### src/rtl/timer_params.svh
// Constants for the timer global control and clock block: offsets, field positions,
// reset values and derived counts. Assumes 32-bit APB data with one register per word.
`ifndef TIMER_PARAMS_SVH
`define TIMER_PARAMS_SVH

// ****************************************************************
// Register byte offsets
// ****************************************************************
`define TMR_OFF_CTRL 8'h10
`define TMR_OFF_STAT 8'h20
`define TMR_OFF_MASK 8'h24
`define TMR_OFF_PIN 8'h28
`define TMR_OFF_COUNT 8'h2c

// ****************************************************************
// Control register fields
// ****************************************************************
`define TMR_WRAP_BIT 7
`define TMR_IRQEN_BIT 6
`define TMR_CENTER_BIT 5
`define TMR_CLKS_HI 4
`define TMR_CLKS_LO 3
`define TMR_PS_HI 2
`define TMR_PS_LO 0

// ****************************************************************
// Status and mask bits
// ****************************************************************
`define TMR_EV_WRAP 0
`define TMR_EV_BADSRC 1
`define TMR_EV_W 2

// ****************************************************************
// Reset values and counts
// ****************************************************************
`define TMR_CTRL_RST 8'h00
`define TMR_PIN_RST 2'h0
`define TMR_CNT_ZERO 16'h0000
`define TMR_CNT_FREE 16'hffff
`define TMR_PS_MAX_CODE 3'h7

`endif

### src/rtl/timer_pkg.sv
// Types shared by the timer global control and clock block.
// Assumes timer_params.svh holds the numeric constants.
package timer_pkg;

    // ****************************************************************
    // Clock source codes in field order
    // ****************************************************************
    typedef enum logic [1:0] {SRC_OFF, SRC_BUS, SRC_UNUSED, SRC_XTAL} clk_src_t;

    // ****************************************************************
    // Wrap-flag clear sequence and count direction
    // ****************************************************************
    typedef enum logic {CLR_IDLE, CLR_ARMED} clr_state_t;
    typedef enum logic {DIR_UP, DIR_DOWN} count_dir_t;

endpackage

### src/rtl/timer_overflow_clock_control.sv
// Global control of a two-channel timer: APB control register, clock source select,
// crystal clock synchronizer, prescaler, 16-bit counter with wrap flag, interrupts and
// pin ownership. Assumes channel logic supplies modulo value and per-pin needs.
`timescale 1ns/10ps
`default_nettype none
`include "timer_params.svh"

// Notes on behaviour
// - A timer-owned input pin may have its passive pull-up enabled.
// - After reset the timer is off, pins follow port controls, pull-ups off.
// - Timer-owned pins ignore port data and direction; otherwise port controls rule.
// - Up-counting: wrap flag sets when counter rolls from modulo to zero.
// - Center mode: wrap flag sets when counter steps down from modulo.
// - Wrap flag clears by reading control while set, then writing zero.
// - A wrap between that read and write restarts the clear sequence.
// - Writing one to the wrap flag does nothing; reset clears it.
// - Overflow interrupt requested while enable and wrap flag are both one.
// - Center select one: all channels center PWM; zero: per-channel modes.
// - Reset clears center select, giving plain up-counting.
// - Two-bit clock source field in bits 4..3 disables or selects source.
// - Crystal-derived clock is synchronized to the bus clock before use.
// - Three-bit prescale field in bits 2..0 divides by two to the code.
// - Prescaler follows source selection and synchronization.
// - Source codes: 00 off, 01 bus clock, 10 unused, 11 crystal-derived.
// - Crystal-derived source is a 500 kHz clock from the radio crystal.
module timer_overflow_clock_control
    import timer_pkg::*;
#(
    parameter int CNT_W = 16,
    parameter int NUM_CH = 2
) (
    // Clock and reset
    input wire logic clk_sys,
    input wire logic rst,
    // APB slave
    input wire logic psel,
    input wire logic penable,
    input wire logic pwrite,
    input wire logic [7:0] paddr,
    input wire logic [31:0] pwdata,
    output logic [31:0] prdata,
    output logic pready,
    output logic pslverr,
    // Crystal-derived 500 kHz clock, asynchronous to clk_sys
    input wire logic crystal_derived_clock,
    // Channel side
    input wire logic [CNT_W-1:0] modulo_value,
    input wire logic [NUM_CH-1:0] chan_pin_needed,
    input wire logic [NUM_CH-1:0] chan_pin_is_input,
    input wire logic [NUM_CH-1:0] chan_pin_out,
    output logic [CNT_W-1:0] count_value,
    output logic count_tick,
    output logic center_aligned_pwm,
    // Port controls and pins
    input wire logic [NUM_CH-1:0] gpio_data,
    input wire logic [NUM_CH-1:0] gpio_dir,
    output logic [NUM_CH-1:0] pin_o,
    output logic [NUM_CH-1:0] pin_oe,
    output logic [NUM_CH-1:0] pin_pullup,
    // Interrupts
    output logic wrap_irq,
    output logic irq
);

    // ****************************************************************
    // Decode helpers
    // ****************************************************************
    function automatic logic hit(input logic [7:0] a, input logic [7:0] off);
        hit = (a == off);
    endfunction

    function automatic logic mapped(input logic [7:0] a);
        mapped = hit(a, `TMR_OFF_CTRL) | hit(a, `TMR_OFF_STAT) | hit(a, `TMR_OFF_MASK)
                 | hit(a, `TMR_OFF_PIN) | hit(a, `TMR_OFF_COUNT);
    endfunction

    // ****************************************************************
    // APB handshake: one wait state, answer on the second access cycle
    // ****************************************************************
    logic pready_r;
    logic acc;
    logic wr_acc;
    logic rd_acc;

    assign acc = psel & penable & pready_r;
    assign wr_acc = acc & pwrite;
    assign rd_acc = acc & ~pwrite;

    always_ff @(posedge clk_sys) begin
        if (rst) begin
            pready_r <= 1'b0;
        end else begin
            pready_r <= psel & penable & ~pready_r;
        end
    end

    // ****************************************************************
    // Control, mask and pull-up enable registers
    // ****************************************************************
    logic irq_en_r;
    logic center_r;
    clk_src_t src_r;
    logic [2:0] ps_r;
    logic wrap_flag_r;
    logic [`TMR_EV_W-1:0] stat_r;
    logic [`TMR_EV_W-1:0] mask_r;
    logic [NUM_CH-1:0] pullup_en_r;

    always_ff @(posedge clk_sys) begin
        if (rst) begin
            irq_en_r <= 1'b0;
            center_r <= 1'b0;
            src_r <= SRC_OFF;
            ps_r <= 3'h0;
        end else if (wr_acc && hit(paddr, `TMR_OFF_CTRL)) begin
            irq_en_r <= pwdata[`TMR_IRQEN_BIT];
            center_r <= pwdata[`TMR_CENTER_BIT];
            src_r <= clk_src_t'(pwdata[`TMR_CLKS_HI:`TMR_CLKS_LO]);
            ps_r <= pwdata[`TMR_PS_HI:`TMR_PS_LO];
        end
    end

    always_ff @(posedge clk_sys) begin
        if (rst) begin
            mask_r <= '0;
            pullup_en_r <= `TMR_PIN_RST;
        end else if (wr_acc) begin
            if (hit(paddr, `TMR_OFF_MASK)) begin
                mask_r <= pwdata[`TMR_EV_W-1:0];
            end
            if (hit(paddr, `TMR_OFF_PIN)) begin
                pullup_en_r <= pwdata[NUM_CH-1:0];
            end
        end
    end

    // ****************************************************************
    // Crystal clock synchronizer and edge detect
    // ****************************************************************
    logic xtal_s1_r;
    logic xtal_s2_r;
    logic xtal_s3_r;
    logic xtal_rise;

    always_ff @(posedge clk_sys) begin
        if (rst) begin
            xtal_s1_r <= 1'b0;
            xtal_s2_r <= 1'b0;
            xtal_s3_r <= 1'b0;
        end else begin
            xtal_s1_r <= crystal_derived_clock;
            xtal_s2_r <= xtal_s1_r;
            xtal_s3_r <= xtal_s2_r;
        end
    end

    assign xtal_rise = xtal_s2_r & ~xtal_s3_r;

    // ****************************************************************
    // Source select and prescaler
    // ****************************************************************
    logic src_tick;
    logic [6:0] pre_r;
    logic [6:0] pre_mask;
    logic pre_tick;

    always_comb begin
        case (src_r)
            SRC_BUS: src_tick = 1'b1;
            SRC_XTAL: src_tick = xtal_rise;
            SRC_OFF: src_tick = 1'b0;
            SRC_UNUSED: src_tick = 1'b0;
            default: src_tick = 1'b0;
        endcase
    end

    // The divider counts source ticks, so the divisor applies after selection.
    assign pre_mask = 7'((8'h01 << ps_r) - 8'h01);
    assign pre_tick = src_tick & ((pre_r & pre_mask) == pre_mask);

    always_ff @(posedge clk_sys) begin
        if (rst) begin
            pre_r <= 7'h00;
        end else if (src_tick) begin
            pre_r <= 7'(pre_r + 7'h01);
        end
    end

    // ****************************************************************
    // Counter
    // ****************************************************************
    logic [CNT_W-1:0] cnt_r;
    count_dir_t dir_r;
    logic [CNT_W-1:0] top;
    logic wrap_ev;

    // A modulo of zero leaves the counter free-running over the full range.
    assign top = (modulo_value == CNT_W'(`TMR_CNT_ZERO)) ? CNT_W'(`TMR_CNT_FREE) : modulo_value;
    assign wrap_ev = pre_tick & (cnt_r == top) & ((~center_r) | (dir_r == DIR_UP));

    always_ff @(posedge clk_sys) begin
        if (rst) begin
            cnt_r <= '0;
            dir_r <= DIR_UP;
        end else if (pre_tick) begin
            if (!center_r) begin
                dir_r <= DIR_UP;
                cnt_r <= (cnt_r == top) ? '0 : CNT_W'(cnt_r + 1'b1);
            end else if (dir_r == DIR_UP) begin
                if (cnt_r == top) begin
                    dir_r <= DIR_DOWN;
                    cnt_r <= CNT_W'(cnt_r - 1'b1);
                end else begin
                    cnt_r <= CNT_W'(cnt_r + 1'b1);
                end
            end else begin
                if (cnt_r == '0) begin
                    dir_r <= DIR_UP;
                    cnt_r <= CNT_W'(cnt_r + 1'b1);
                end else begin
                    cnt_r <= CNT_W'(cnt_r - 1'b1);
                end
            end
        end
    end

    // ****************************************************************
    // Wrap flag and its two-step clear
    // ****************************************************************
    clr_state_t clr_r;
    logic ctrl_rd;
    logic ctrl_wr;

    assign ctrl_rd = rd_acc & hit(paddr, `TMR_OFF_CTRL);
    assign ctrl_wr = wr_acc & hit(paddr, `TMR_OFF_CTRL);

    always_ff @(posedge clk_sys) begin
        if (rst) begin
            wrap_flag_r <= 1'b0;
            clr_r <= CLR_IDLE;
        end else begin
            case (clr_r)
                CLR_IDLE: begin
                    if (ctrl_rd && wrap_flag_r && !wrap_ev) begin
                        clr_r <= CLR_ARMED;
                    end
                end
                CLR_ARMED: begin
                    // Any new wrap disarms, so the pending write cannot drop it.
                    if (wrap_ev || ctrl_wr) begin
                        clr_r <= CLR_IDLE;
                    end
                end
                default: clr_r <= CLR_IDLE;
            endcase
            if (wrap_ev) begin
                wrap_flag_r <= 1'b1;
            end else if (clr_r == CLR_ARMED && ctrl_wr && !pwdata[`TMR_WRAP_BIT]) begin
                wrap_flag_r <= 1'b0;
            end
        end
    end

    // ****************************************************************
    // Sticky status, write one to clear; set wins over clear
    // ****************************************************************
    logic [`TMR_EV_W-1:0] ev;
    logic [`TMR_EV_W-1:0] stat_clr;

    assign ev[`TMR_EV_WRAP] = wrap_ev;
    assign ev[`TMR_EV_BADSRC] = ctrl_wr && (pwdata[`TMR_CLKS_HI:`TMR_CLKS_LO] == 2'(SRC_UNUSED));
    assign stat_clr = (wr_acc && hit(paddr, `TMR_OFF_STAT)) ? pwdata[`TMR_EV_W-1:0] : '0;

    always_ff @(posedge clk_sys) begin
        if (rst) begin
            stat_r <= '0;
        end else begin
            stat_r <= (stat_r & ~stat_clr) | ev;
        end
    end

    // ****************************************************************
    // Read data and error answer
    // ****************************************************************
    logic [31:0] rd_nxt;

    always_comb begin
        rd_nxt = 32'h0000_0000;
        if (hit(paddr, `TMR_OFF_CTRL)) begin
            rd_nxt[`TMR_WRAP_BIT] = wrap_flag_r;
            rd_nxt[`TMR_IRQEN_BIT] = irq_en_r;
            rd_nxt[`TMR_CENTER_BIT] = center_r;
            rd_nxt[`TMR_CLKS_HI:`TMR_CLKS_LO] = src_r;
            rd_nxt[`TMR_PS_HI:`TMR_PS_LO] = ps_r;
        end else if (hit(paddr, `TMR_OFF_STAT)) begin
            rd_nxt[`TMR_EV_W-1:0] = stat_r;
        end else if (hit(paddr, `TMR_OFF_MASK)) begin
            rd_nxt[`TMR_EV_W-1:0] = mask_r;
        end else if (hit(paddr, `TMR_OFF_PIN)) begin
            rd_nxt[NUM_CH-1:0] = pullup_en_r;
        end else if (hit(paddr, `TMR_OFF_COUNT)) begin
            rd_nxt[CNT_W-1:0] = cnt_r;
        end
    end

    always_ff @(posedge clk_sys) begin
        if (rst) begin
            prdata <= 32'h0000_0000;
            pslverr <= 1'b0;
        end else begin
            prdata <= (psel && penable && !pready_r && !pwrite) ? rd_nxt : 32'h0000_0000;
            pslverr <= psel && penable && !pready_r && !mapped(paddr);
        end
    end

    assign pready = pready_r;

    // ****************************************************************
    // Pin ownership
    // ****************************************************************
    genvar g;
    generate
        for (g = 0; g < NUM_CH; g++) begin : g_pin
            logic owns;
            assign owns = chan_pin_needed[g] && (src_r != SRC_OFF);
            always_ff @(posedge clk_sys) begin
                if (rst) begin
                    pin_o[g] <= 1'b0;
                    pin_oe[g] <= 1'b0;
                    pin_pullup[g] <= 1'b0;
                end else begin
                    pin_o[g] <= owns ? chan_pin_out[g] : gpio_data[g];
                    pin_oe[g] <= owns ? !chan_pin_is_input[g] : gpio_dir[g];
                    pin_pullup[g] <= owns && chan_pin_is_input[g] && pullup_en_r[g];
                end
            end
        end
    endgenerate

    // ****************************************************************
    // Outputs to channels and interrupts
    // ****************************************************************
    always_ff @(posedge clk_sys) begin
        if (rst) begin
            count_value <= '0;
            count_tick <= 1'b0;
            center_aligned_pwm <= 1'b0;
            wrap_irq <= 1'b0;
            irq <= 1'b0;
        end else begin
            count_value <= cnt_r;
            count_tick <= pre_tick;
            center_aligned_pwm <= center_r;
            wrap_irq <= irq_en_r & wrap_flag_r;
            irq <= |(stat_r & mask_r);
        end
    end

    // ****************************************************************
    // Assertions
    // ****************************************************************
    a_wrap_sets_flag: assert property (@(posedge clk_sys) disable iff (rst)
        wrap_ev |=> wrap_flag_r) else $error("wrap event did not set flag");
    a_up_roll_zero: assert property (@(posedge clk_sys) disable iff (rst)
        (wrap_ev && !center_r) |=> cnt_r == '0) else $error("counter did not roll to zero");
    a_center_down: assert property (@(posedge clk_sys) disable iff (rst)
        (wrap_ev && center_r && top != '0) |=> dir_r == DIR_DOWN && cnt_r == $past(top) - 1'b1)
        else $error("center wrap did not step down");
    a_clear_needs_read: assert property (@(posedge clk_sys) disable iff (rst)
        ($fell(wrap_flag_r)) |-> $past(clr_r) == CLR_ARMED) else $error("flag cleared without read");
    a_rewrap_restarts: assert property (@(posedge clk_sys) disable iff (rst)
        (clr_r == CLR_ARMED && wrap_ev) |=> clr_r == CLR_IDLE && wrap_flag_r)
        else $error("new wrap did not restart clear");
    a_one_write_keeps: assert property (@(posedge clk_sys) disable iff (rst)
        (wrap_flag_r && ctrl_wr && pwdata[`TMR_WRAP_BIT]) |=> wrap_flag_r) else $error("write one cleared flag");
    a_irq_follows: assert property (@(posedge clk_sys) disable iff (rst)
        wrap_irq == $past(irq_en_r & wrap_flag_r)) else $error("wrap interrupt mismatch");
    a_hold_no_source: assert property (@(posedge clk_sys) disable iff (rst)
        (src_r == SRC_OFF) |=> $stable(cnt_r) && !count_tick) else $error("counter moved with no source");
    a_div_spacing: assert property (@(posedge clk_sys) disable iff (rst)
        (src_r == SRC_BUS && ps_r == 3'h1 && $stable(ps_r) && $stable(src_r) && pre_tick) |=> !pre_tick)
        else $error("divide by two ticked twice");
    a_owned_pin: assert property (@(posedge clk_sys) disable iff (rst)
        (chan_pin_needed[0] && src_r != SRC_OFF) |=> pin_o[0] == $past(chan_pin_out[0]))
        else $error("owned pin followed port data");

    c_up_wrap: cover property (@(posedge clk_sys) disable iff (rst) wrap_ev && !center_r);
    c_center_wrap: cover property (@(posedge clk_sys) disable iff (rst) wrap_ev && center_r);
    c_clear_done: cover property (@(posedge clk_sys) disable iff (rst) $fell(wrap_flag_r));
    c_xtal_tick: cover property (@(posedge clk_sys) disable iff (rst) src_r == SRC_XTAL && pre_tick);

endmodule
`default_nettype wire

### config.mk
export PLATFORM = sky130hd
export DESIGN_NAME = timer_overflow_clock_control
export DESIGN_NICKNAME = d
export VERILOG_FILES = /design/src/rtl/timer_pkg.sv /design/src/rtl/timer_overflow_clock_control.sv
export VERILOG_INCLUDE_DIRS = /design/src /design/src/rtl
export SDC_FILE = /design/constraint.sdc
export NUM_CORES = 1
export LEC_CHECK = 0
export ABC_AREA = 1
export BUFFER_PORTS_ARGS = -buffer_cell sky130_fd_sc_hd__buf_2
export CORE_MARGIN = 2
export CORE_UTILIZATION = 40
export DETAILED_ROUTE_END_ITERATION = 6
export PLACE_DENSITY = 0.66
export SETUP_SLACK_MARGIN = 0.15
export SLEW_MARGIN = 15
export SYNTH_ARGS = -nofsm -noshare
export SYNTH_HDL_FRONTEND = slang
export SYNTH_SLANG_ARGS = --single-unit
### constraint.sdc
create_clock -name clk_sys -period 3.8 [get_ports clk_sys]
set_input_delay 0.57 -clock clk_sys [delete_from_list [all_inputs] [get_ports clk_sys]]
set_output_delay 0.57 -clock clk_sys [all_outputs]
set_load 0.005 [all_outputs]
==> summary.txt, run 1 <==
Setup path
  – Slowest stage delay, CP: 340 ps
  – Worst Path Arrival: 2790 ps
  – Worst EP required: 4090 ps
  – Most common cell on crit path: nand2_1
  – Crit. End Element: flip-flop
  – CP Launch Type: input port
  – Critical path buffers and inverters: 1
  – CP Cell Sequence: buf_2, nor2_1, nand2_1, nor2_2, nand2_2, nand3_1, nand2_1, nor2_1, nand2_1, nor2_2, nand2_2, nand2_4, nand3_1, nand2_1, nand3_1, nand2_1
  – WS Path Type: input port to flip-flop
  – Crit-path slowest cell: nand2_2
  – Worst-path fanout max: 32
  – Delay-heaviest family, CP: simple AND/OR/NAND/NOR gates

Die
  – Die Height: 112 µm
  – Core area: 11400 µm²
  – Initial Util: 0.407
  – # rows: 39
  – Die X-Extent: 112 µm
  – Total Die Area: 12500 µm²
  – Top Ports: 132

Global routing
  – GRT Resource Usage Total: 0.200
  – First-pass GRT wire length: 20.2 mm
  – Largest net degree at the start of global routing: 40
  – Vias in the first global route: 4222
  – Total grt overflow: 0
  – Initial antenna violation count: 0

Run
  – Maxcap violations: 0

Timing
  – Setup violations, final: 0
  – Slew margin rel.: 0.471
  – Period utilization: 0.659
  – Slew @ Worst Pin: 787 ps
  – FMAX: 400 MHz
  – Final Hold Fails: 0
  – Clock Skews: 8.56 ps
  – RSZ-0062 raised after global routing: false
  – Setup tns final: 0 ps
  – Min Tclk post-route: 2500 ps
  – Hold Slack: 406 ps
  – Slew Limit Fails: 0

CTS
  – Clock sink total: 86
  – CTS Hold Buffers Added: 0
  – Setup bufs post-CTS: 0
  – Post-cts sizing count: 0
  – TritonCTS buffer count: 9
  – Reg clk slew, reported paths: 70 ps
  – Clk_lat worst skew: 340 ps
  – H-tree levels: 3
  – Clk buf depth: 2
  – CTS tree: built
  – CTS root buffer: clkbuf_16

Finish
  – Filler Cells Inserted: 1220
  – Layout area overhead: 16.1%
  – Layout cells sized above 1: 0.166
  – Diode count: 0
  – Sequential cell area: 1720 µm²
  – Multi-input gate area: 2420 µm²
  – Final nets: 848

Routing
  – DRT Wirelength: 12.1 mm
  – Residual DRC: 0
  – Vias post-DR: 4536
  – Antenna Nets Post-Route: 0
  – Iteration-0 DRC Markers: 297
  – DR vias/cell: 4.93
  – Drt pass-1 iters: 5
  – Routed WL per cell: 13.1 µm

Place
  – Hpwl dp: 8.90 mm
  – Placer Congestion: 0.881
  – I/O Buffers: 91

Power
  – Internal: 1.39 mW
  – Pwr dens: 340 nW/µm²
  – NetSw: 437 µW
  – P_leak: 2.60 nW
  – Worst VDD drop: 248 µV
  – Comb pwr share: 0.053
  – Switching portion of total power: 0.239
  – Clock power frac: 0.451
  – Reg power frac: 0.496

Synth
  – Post-synthesis sequential area ratio: 0.372
  – Ys Warns: 0
  – Asr flop ratio synth: 0
  – Commonest cells in the netlist: 150 x nand2_1, 114 x nor2_1, 86 x dfxtp_1, 76 x inv_1, 47 x a21oi_1
  – Post-synth EDFFs: 0
  – Mapped Area: 4630 µm²
  – Register bit count reported by yosys: 86
  – Most common cell in the synthesized netlist: nand2_1
  – Cell type with the largest total area after synthesis: dfxtp_1
  – Cell count after synthesis: 690
  – Synth cell types: 36
  – Top cells by area, synth: dfxtp_1 37%, nand2_1 12%, nor2_1 9.2%
  – Synth Area per Inst: 6.71 µm²
  – Top_reg_cell synth: dfxtp_1
  – Yosys top cell area share: 0.372

Status
  – Status: finished, final reports clean

Hold path
  – Hold/Removal Path Class: input port to flip-flop
-- flip-flops by register name, summed over array words and instances (netlist names), 2 cells and up --
signal and cells:
cnt_r 16, count_value 16, prdata 16, pre_r 7
ps_r 3, mask_r 2, pin_o 2, pin_oe 2
pin_pullup 2, pullup_en_r 2, src_r 2, stat_r 2
-- placed cells by master, fill, tap and decap left out, types with 7 or more instances in the layout --
cell / netlist / layout
nand2_1: 150 / 150
nor2_1: 114 / 114
buf_2: 3 / 91
dfxtp_1: 86 / 86
inv_1: 76 / 76
a21oi_1: 47 / 47
nand3_1: 45 / 45
o21ai_0: 29 / 29
xor2_1: 23 / 23
conb_1: 1 / 16
nand4_1: 12 / 12
nor3_1: 11 / 11
clkbuf_16: 0 / 9
a21boi_1: 8 / 8
a31oi_1: 7 / 7
-- power groups by stage --
stage	registers, mW	logic [mW]	clock network [mW]
after floorplan	0.928	0.0638	0
after global placement	0.927	0.0944	0
after detailed placement	0.927	0.0954	0
after CTS	0.907	0.0958	0.842
after global routing	0.907	0.111	0.881
final	0.907	0.0961	0.825
-- final timing paths --
| path | start | end | slack [ps] | depth (start not counted) |
|---|---|---|---|---|
| hold reg to reg | xtal_s1_r | xtal_s2_r | 410 | 2 |
| setup / recovery | modulo_value[10] | cnt_r[1] | 1300 | 16 |
| setup reg to reg | cnt_r[0] | cnt_r[1] | 1300 | 9 |
| hold / removal | chan_pin_is_input[0] | pin_oe[0] | 410 | 2 |
-- logic make-up after synthesis --
group / Yosys count / synth area share
other: 1 / 0.000810
flip-flops: 86 / 0.372
XOR/XNOR: 23 / 0.0435
AO/OA/AOI/OAI: 98 / 0.116
multiplexers: 1 / 0.00243
adder cells (fa/ha/maj): 4 / 0.0108
buffers and inverters: 119 / 0.118
AND/OR/NAND/NOR: 358 / 0.337
-- routing by layer --
metal  up-vias  track usage  share of wire
met5         -            0              0
met2       152        0.326           0.45
li1       2342            -              -
met4         0       0.0543          0.012
met3         8       0.0468          0.065
met1      2034        0.268           0.47
-- worst register-to-register path, stage by stage (launching register included) --
cell	delay, ps
dfxtp_1	360
inv_1	250
ha_1	200
inv_1	60
nor4_1	330
nand3_1	540
nand3_1	420
nand2_1	90
nand3_1	100
nand2_1	50
-- through the flow --
step                      instance area [µm²]  std cells  worst slack, ps   util  power (mW)
after floorplan                          4690        705             1770      -       0.991
after global placement                   5100        904              980  0.449        1.02
after detailed placement                 5100        904              972  0.449        1.02
after CTS                                5380        920             1330  0.473        1.84
after global routing                     5380        920             1070  0.473        1.90
final                                    5380        920             1300  0.473        1.83
-- final cells by class --
| type | instances | share of cell area |
|---|---|---|
| multi-input combinational | 500 | 0.450 |
| clock inverter | 6 | 0.00861 |
| timing repair buffer | 94 | 0.0889 |
| clock buffer | 10 | 0.0426 |
| tap | 143 | 0.0333 |
| sequential | 86 | 0.320 |
| inverter | 81 | 0.0566 |
No activity file was read; power rests on OpenSTA's default activity.
==> run 2, diff against run 1 <==
==> constraint.sdc (replaced) <==
create_clock -name clk_sys -period 2.5 [get_ports clk_sys]
set_input_delay 0.375 -clock clk_sys [delete_from_list [all_inputs] [get_ports clk_sys]]
set_output_delay 0.375 -clock clk_sys [all_outputs]
set_load 0.005 [all_outputs]
==> run 2 against run 1 <==
  * Power increased by 52%
  * Hold slack worse by 190 ps
  * Cell area up 3.1%
  * First-iteration DRC count decreased by 13%
  * Global-route usage about the same
  * Via count rose by 1.3%
  * Sequential power is 52% higher
  * Core utilization rose by 1.5 points
  * Sequential share of layout area down 0.95 points
  * Count of clock-buffer cells in the layout is 2 higher
  * Clock skew shrank 2.6 ps
  * Register-to-register slack worse by 920 ps
==> summary.txt, run 2 (synthesis results as in run 1) <==
Run
  – Maxcap violations: 0 (unchanged)

CTS
  – Reg clk slew, reported paths: 60 ps (was 70 ps)
  – Post-cts sizing count: 0 (unchanged)
  – Setup bufs post-CTS: 0 (unchanged)
  – CTS tree: built (unchanged)
  – Clock sink total: 86 (unchanged)
  – H-tree levels: 3 (unchanged)
  – Clk buf depth: 2 (unchanged)
  – Clk_lat worst skew: 340 ps (about the same)
  – TritonCTS buffer count: 9 (unchanged)
  – CTS Hold Buffers Added: 0 (unchanged)
  – CTS root buffer: clkbuf_16 (unchanged)

Hold path
  – Hold/Removal Path Class: input port to flip-flop (unchanged)

Routing
  – Vias post-DR: 4596 (was 4536)
  – DR vias/cell: 4.89 (was 4.93)
  – Metal2 WL: 5.62 mm (was 5.48 mm)
  – WL met1: 5.78 mm (was 5.69 mm)
  – Iteration-0 DRC Markers: 258 (was 297)
  – DRT Wirelength: 12.3 mm (was 12.1 mm)
  – Antenna Nets Post-Route: 0 (unchanged)
  – Residual DRC: 0 (unchanged)
  – Met3 Wirelength: 746 µm (was 780 µm)
  – Highest Signal Layer: met4 (unchanged)
  – Routed WL per cell: 13.1 µm (about the same)
  – Drt pass-1 iters: 5 (unchanged)

Finish
  – Commonest non-fill, non-tap cell in the layout: nand2_1 (unchanged)
  – Layout area overhead: 19.7% (was 16.1%)
  – Biggest regs: cnt_r: 16 flops, count_value: 16 flops, prdata: 16 flops (unchanged)
  – Final nets: 868 (was 848)
  – Diode count: 0 (unchanged)
  – Layout cells sized above 1: 0.188 (was 0.166)
  – Most frequent cells in the layout: 150 x nand2_1, 114 x nor2_1, 91 x buf_2 (unchanged)

Timing
  – Slew Limit Fails: 0 (unchanged)
  – Setup tns final: 0 ps (unchanged)
  – Hold Slack: 220 ps (was 406 ps)
  – FMAX: 472 MHz
  – RSZ-0062 raised after global routing: false (unchanged)
  – Clock Skews: 6.01 ps (was 8.56 ps)
  – Period utilization: 0.848
  – Min Tclk post-route: 2120 ps
  – Setup violations, final: 0 (unchanged)
  – Final Hold Fails: 0 (unchanged)

Setup path
  – Worst-path fanout max: 6 (was 32)
  – WS Path Type: flip-flop to flip-flop (was input port to flip-flop)
  – Worst Path Arrival: 2360 ps (was 2790 ps)
  – Crit. End Element: flip-flop (unchanged)
  – Worst EP required: 2740 ps (was 4090 ps)
  – CP Launch Type: flip-flop (was input port)

Die
  – # rows: 39 (unchanged)
  – Initial Util: 0.407 (unchanged)
  – Core area: 11400 µm² (unchanged)
  – Die X-Extent: 112 µm (unchanged)
  – Die Height: 112 µm (unchanged)
  – Total Die Area: 12500 µm² (unchanged)
  – Top Ports: 132 (unchanged)

Place
  – Hpwl dp: 9.28 mm (was 8.90 mm)
  – Placer Congestion: 0.882 (was 0.881)
  – I/O Buffers: 91 (unchanged)

Global routing
  – Total grt overflow: 0 (unchanged)
  – Largest net degree at the start of global routing: 33 (was 40)
  – Initial antenna violation count: 0 (unchanged)
  – First-pass GRT wire length: 20.0 mm (was 20.2 mm)
  – Vias in the first global route: 4191 (was 4222)
  – GRT Resource Usage Total: 0.200 (about the same)

Power
  – Worst VDD drop: 391 µV (was 248 µV)
  – Pwr dens: 500 nW/µm² (was 340 nW/µm²)
  – P_leak: 2.71 nW (was 2.60 nW)

Status
  – Status: finished, final reports clean (unchanged)
==> run 2: cell types whose count changed in the layout (fill, tap and decap cells not counted), sizes merged <==
| cell | delta |
|---|---|
| clkinvlp | -1 |
| buf | +20 |
| clkbuf | +2 |
| inv | -1 |
| clkinv | -1 |
==> run 2: metal layers <==
| layer | track usage | vias to the layer above |
|---|---|---|
| li1 | - | 2378 |
| met1 | 0.269 | 2060 |
| met2 | 0.315 | 148 |
| met3 | 0.0474 | 10 |
| met4 | 0.0691 | 0 |
| met5 | 0 | - |
==> run 2: path summary, 6_finish.rpt <==
kind | startpoint | endpoint | slack (ps) | cells after the start
worst min-delay path | chan_pin_is_input[0] | pin_oe[0] | 220 | 2
worst min register to register | xtal_s1_r | xtal_s2_r | 400 | 2
worst max-delay path | cnt_r[1] | cnt_r[15] | 380 | 11
worst max register to register | cnt_r[1] | cnt_r[15] | 380 | 11
==> run 2: layout make-up <==
| cell class | instances | area (µm²) |
|---|---|---|
| flip-flops and latches | 86 | 1720 |
| well taps | 143 | 179 |
| fillers | 1174 | 5830 |
| clock buffers | 12 | 256 |
| repair buffers | 114 | 641 |
| clock inverters | 3 | 18.8 |
| multi-input cells | 500 | 2420 |
| inverters | 81 | 304 |
==> run 2: worst max-delay path, cell delays in order, from the launching register on <==
cell	delay, ps
dfxtp_1	340
inv_1	260
nand3_2	150
nor3_2	180
nand2_1	140
nor2_1	190
nand3_1	160
nor3_1	200
xor2_1	190
a21oi_1	90
nand2_1	80
nand2_1	50
==> run 2: report_power, final <==
part | leakage, nW | internal [mW] | switching (mW)
logic | 1.88 | 0.0571 | 0.0898
clock network | 0.139 | 0.722 | 0.522
registers | 0.695 | 1.38 | 0.00229
==> run 2: through the flow <==
step | total power [mW] | worst slack, ps | utilization | cells | area, µm²
floorplan | 1.51 | 663 | - | 705 | 4690
global placement | 1.56 | 277 | 0.463 | 924 | 5260
detailed placement | 1.56 | 253 | 0.463 | 924 | 5260
CTS | 2.81 | 311 | 0.487 | 939 | 5540
global route | 2.88 | 186 | 0.488 | 939 | 5540
finish | 2.77 | 380 | 0.488 | 939 | 5540
==> run 3, diff against run 2 <==
==> constraint.sdc (replaced) <==
create_clock -name clk_sys -period 2.1 [get_ports clk_sys]
set_input_delay 0.315 -clock clk_sys [delete_from_list [all_inputs] [get_ports clk_sys]]
set_output_delay 0.315 -clock clk_sys [all_outputs]
set_load 0.005 [all_outputs]
==> run 3 against run 2 <==
  * Wire length is 2.9% higher
  * Sequential power grew 19%
  * Clock power grew 19%
  * Cell area increased by 7.4%
  * Critical path depth is 1 higher
  * Clock skew rose by 0.65 ps
  * Setup slack worse by 170 ps
  * Combinational power rose by 26%
  * Cell count increased by 3.8%
  * Hold slack got worse by 71 ps
  * Global-route usage rose by 0.42 points
==> summary.txt, run 3 (synthesis results as in run 1) <==
Routing
  – Vias post-DR: 4737 (was 4596)
  – DRT Wirelength: 12.6 mm (was 12.3 mm)
  – Antenna Nets Post-Route: 0 (unchanged)
  – Residual DRC: 0 (unchanged)
  – Iteration-0 DRC Markers: 296 (was 258)
  – Routed WL per cell: 13.0 µm (was 13.1 µm)
  – DR vias/cell: 4.86 (was 4.89)
  – Drt pass-1 iters: 5 (unchanged)

Global routing
  – Grt met1 use: 0.274 (was 0.269)
  – GRT Resource Usage Total: 0.204 (was 0.200)
  – Vias in the first global route: 4287 (was 4191)
  – First-pass GRT wire length: 20.5 mm (was 20.0 mm)
  – Met3 Use GR: 0.0523 (was 0.0474)
  – Total grt overflow: 0 (unchanged)
  – Largest net degree at the start of global routing: 33 (unchanged)
  – Most Crowded Layer GR: met2 (unchanged)
  – Initial antenna violation count: 0 (unchanged)
  – Met2 Resource Use GR: 0.325 (was 0.315)

CTS
  – TritonCTS buffer count: 9 (unchanged)
  – CTS Hold Buffers Added: 0 (unchanged)
  – Clk buf depth: 2 (unchanged)
  – Clk_lat worst skew: 350 ps (was 340 ps)
  – CTS tree: built (unchanged)
  – Clock sink total: 86 (unchanged)
  – CTS root buffer: clkbuf_16 (unchanged)
  – Reg clk slew, reported paths: 60 ps (about the same)
  – H-tree levels: 3 (unchanged)

Timing
  – Final Hold Fails: 0 (unchanged)
  – FMAX: 529 MHz (was 472 MHz)
  – Setup ws final: 209 ps (was 380 ps)
  – Min Tclk post-route: 1890 ps (was 2120 ps)
  – RSZ-0062 raised after global routing: true (was false)
  – Slew Limit Fails: 0 (unchanged)
  – Clock Skews: 6.66 ps (was 6.01 ps)
  – Setup violations, final: 0 (unchanged)
  – Period utilization: 0.900 (was 0.848)

Place
  – Dpl ws: -99.5 ps (was 253 ps)
  – Placed cells: 954 (was 924)
  – Placed inst area: 5490 µm² (was 5260 µm²)
  – Placer Congestion: 0.894 (was 0.882)
  – Hpwl dp: 9.47 mm (was 9.28 mm)
  – I/O Buffers: 91 (unchanged)

Setup path
  – Worst R2R Path Depth: 12 (was 11)
  – WS Path Type: flip-flop to flip-flop (unchanged)
  – Most common cell on crit path: nand2_1 (unchanged)
  – Worst Path Arrival: 2180 ps (was 2360 ps)
  – CP Cell Sequence: inv_2, nand3_2, nor3_4, nand2_1, nor2_2, nand3_2, buf_4, o21ai_0, nand3_1, nand2_1, nand3_1, nand2_1 (was inv_1, nand3_2, nor3_2, nand2_1, nor2_1, nand3_1, nor3_1, xor2_1, a21oi_1, nand2_1, nand2_1)
  – Reg-to-reg slack, setup: 210 ps (was 380 ps)
  – CP Launch Type: flip-flop (unchanged)
  – Worst-path fanout max: 5 (was 6)
  – Crit. End Element: flip-flop (unchanged)
  – Worst EP required: 2390 ps (was 2740 ps)
  – R2r startpoint: cnt_r[1] (unchanged)
  – Worst Setup SP: cnt_r[1] (unchanged)
  – Slowest stage delay, CP: 370 ps (was 340 ps)
  – Worst Setup EP: cnt_r[13] (was cnt_r[15])
  – Crit-path slowest cell: dfxtp_4 (was dfxtp_1)
  – R2R Path End: cnt_r[13] (was cnt_r[15])

Power
  – P_leak: 2.93 nW (was 2.71 nW)
  – Pwr dens: 556 nW/µm² (was 500 nW/µm²)
  – Total power draw: 3.31 mW (was 2.77 mW)
  – Worst VDD drop: 428 µV (was 391 µV)

Finish
  – Non-filler cells, final: 975 (was 939)
  – Biggest regs: cnt_r: 16 flops, count_value: 16 flops, prdata: 16 flops (unchanged)
  – Commonest non-fill, non-tap cell in the layout: nand2_1 (unchanged)
  – Final instance area: 5950 µm² (was 5540 µm²)
  – Finished Core Util: 0.524 (was 0.488)
  – Diode count: 0 (unchanged)
  – Most frequent cells in the layout: 144 x nand2_1, 105 x nor2_1, 91 x buf_2 (was 150 x nand2_1, 114 x nor2_1, 91 x buf_2)
  – Layout area overhead: 28.6% (was 19.7%)
  – Final nets: 903 (was 868)
  – Layout cells sized above 1: 0.260 (was 0.188)

Status
  – Status: finished, final reports clean (unchanged)

Hold path
  – Hold/Removal Path Class: input port to flip-flop (unchanged)

Die
  – Initial Util: 0.407 (unchanged)
  – Die X-Extent: 112 µm (unchanged)
  – # rows: 39 (unchanged)
  – Die Height: 112 µm (unchanged)
  – Total Die Area: 12500 µm² (unchanged)
  – Top Ports: 132 (unchanged)
  – Core area: 11400 µm² (unchanged)

Run
  – Maxcap violations: 0 (unchanged)
[run 3: cell types whose count changed in the layout (fill, tap and decap cells not counted), moves of 6 or more]
cell | previous run | this run
nand2_2 | 2 | 8
nor2_2 | 4 | 11
buf_4 | 22 | 56
nor2_1 | 114 | 105
nand2_1 | 150 | 144
[run 3: final cells by class]
cell class	instances	area, µm²
Fill cell	1181	5420
Clock buffer	9	225
Inverter	81	304
Timing Repair Buffer	149	907
Clock inverter	7	47.5
Multi-Input combinational cell	500	2550
Sequential cell	86	1740
Tap cell	143	179
[run 3: report_power, final]
| group | total (mW) | internal, mW | switching [mW] | leakage (nW) |
|---|---|---|---|---|
| sequential | 1.64 | 1.63 | 0.00277 | 0.698 |
| clock | 1.48 | 0.805 | 0.680 | 0.137 |
| combinational | 0.185 | 0.0744 | 0.111 | 2.10 |
[run 3: repair_timing]
item / 4_1_cts / 5_1_grt
buffers inserted: 1 / 4
setup endpoints to repair: 4 / 19
resized for setup: 6 / 38
pin swaps: 0 / 10
[run 3: worst max-delay path: cells and delay by family (launching register included)]
family                 cells  cell delay [ps]
flip-flops                 1              370
buffers and inverters      2              280
AND/OR/NAND/NOR            9             1020
AO/OA/AOI/OAI              1              160
[run 3: worst min-delay path by stage]
stage	slack, ps	endpoint	cells after the start	start
6_report	150	pin_oe[0]	2	chan_pin_is_input[0]
5_1_grt	140	pin_oe[1]	2	chan_pin_is_input[1]
3_5_place_dp	410	xtal_s2_r	2	xtal_s1_r
4_1_cts	140	pin_oe[0]	2	chan_pin_is_input[0]
3_3_place_gp	400	xtal_s2_r	2	xtal_s1_r
2_1_floorplan	390	xtal_s2_r	2	xtal_s1_r
[run 3: through the flow]
step	TNS, ps	hold slack (ps)
floorplan	0	388
global placement	-756	402
detailed placement	-862	407
CTS	0	139
global route	0	140
finish	0	148
[run 3: metal layers]
layer | part of all wire | vias to the layer above | wire (µm)
li1 | - | 2449 | -
met1 | 0.45 | 2126 | 5740
met2 | 0.46 | 147 | 5880
met3 | 0.068 | 15 | 858
met4 | 0.014 | 0 | 172
met5 | 0 | - | 0
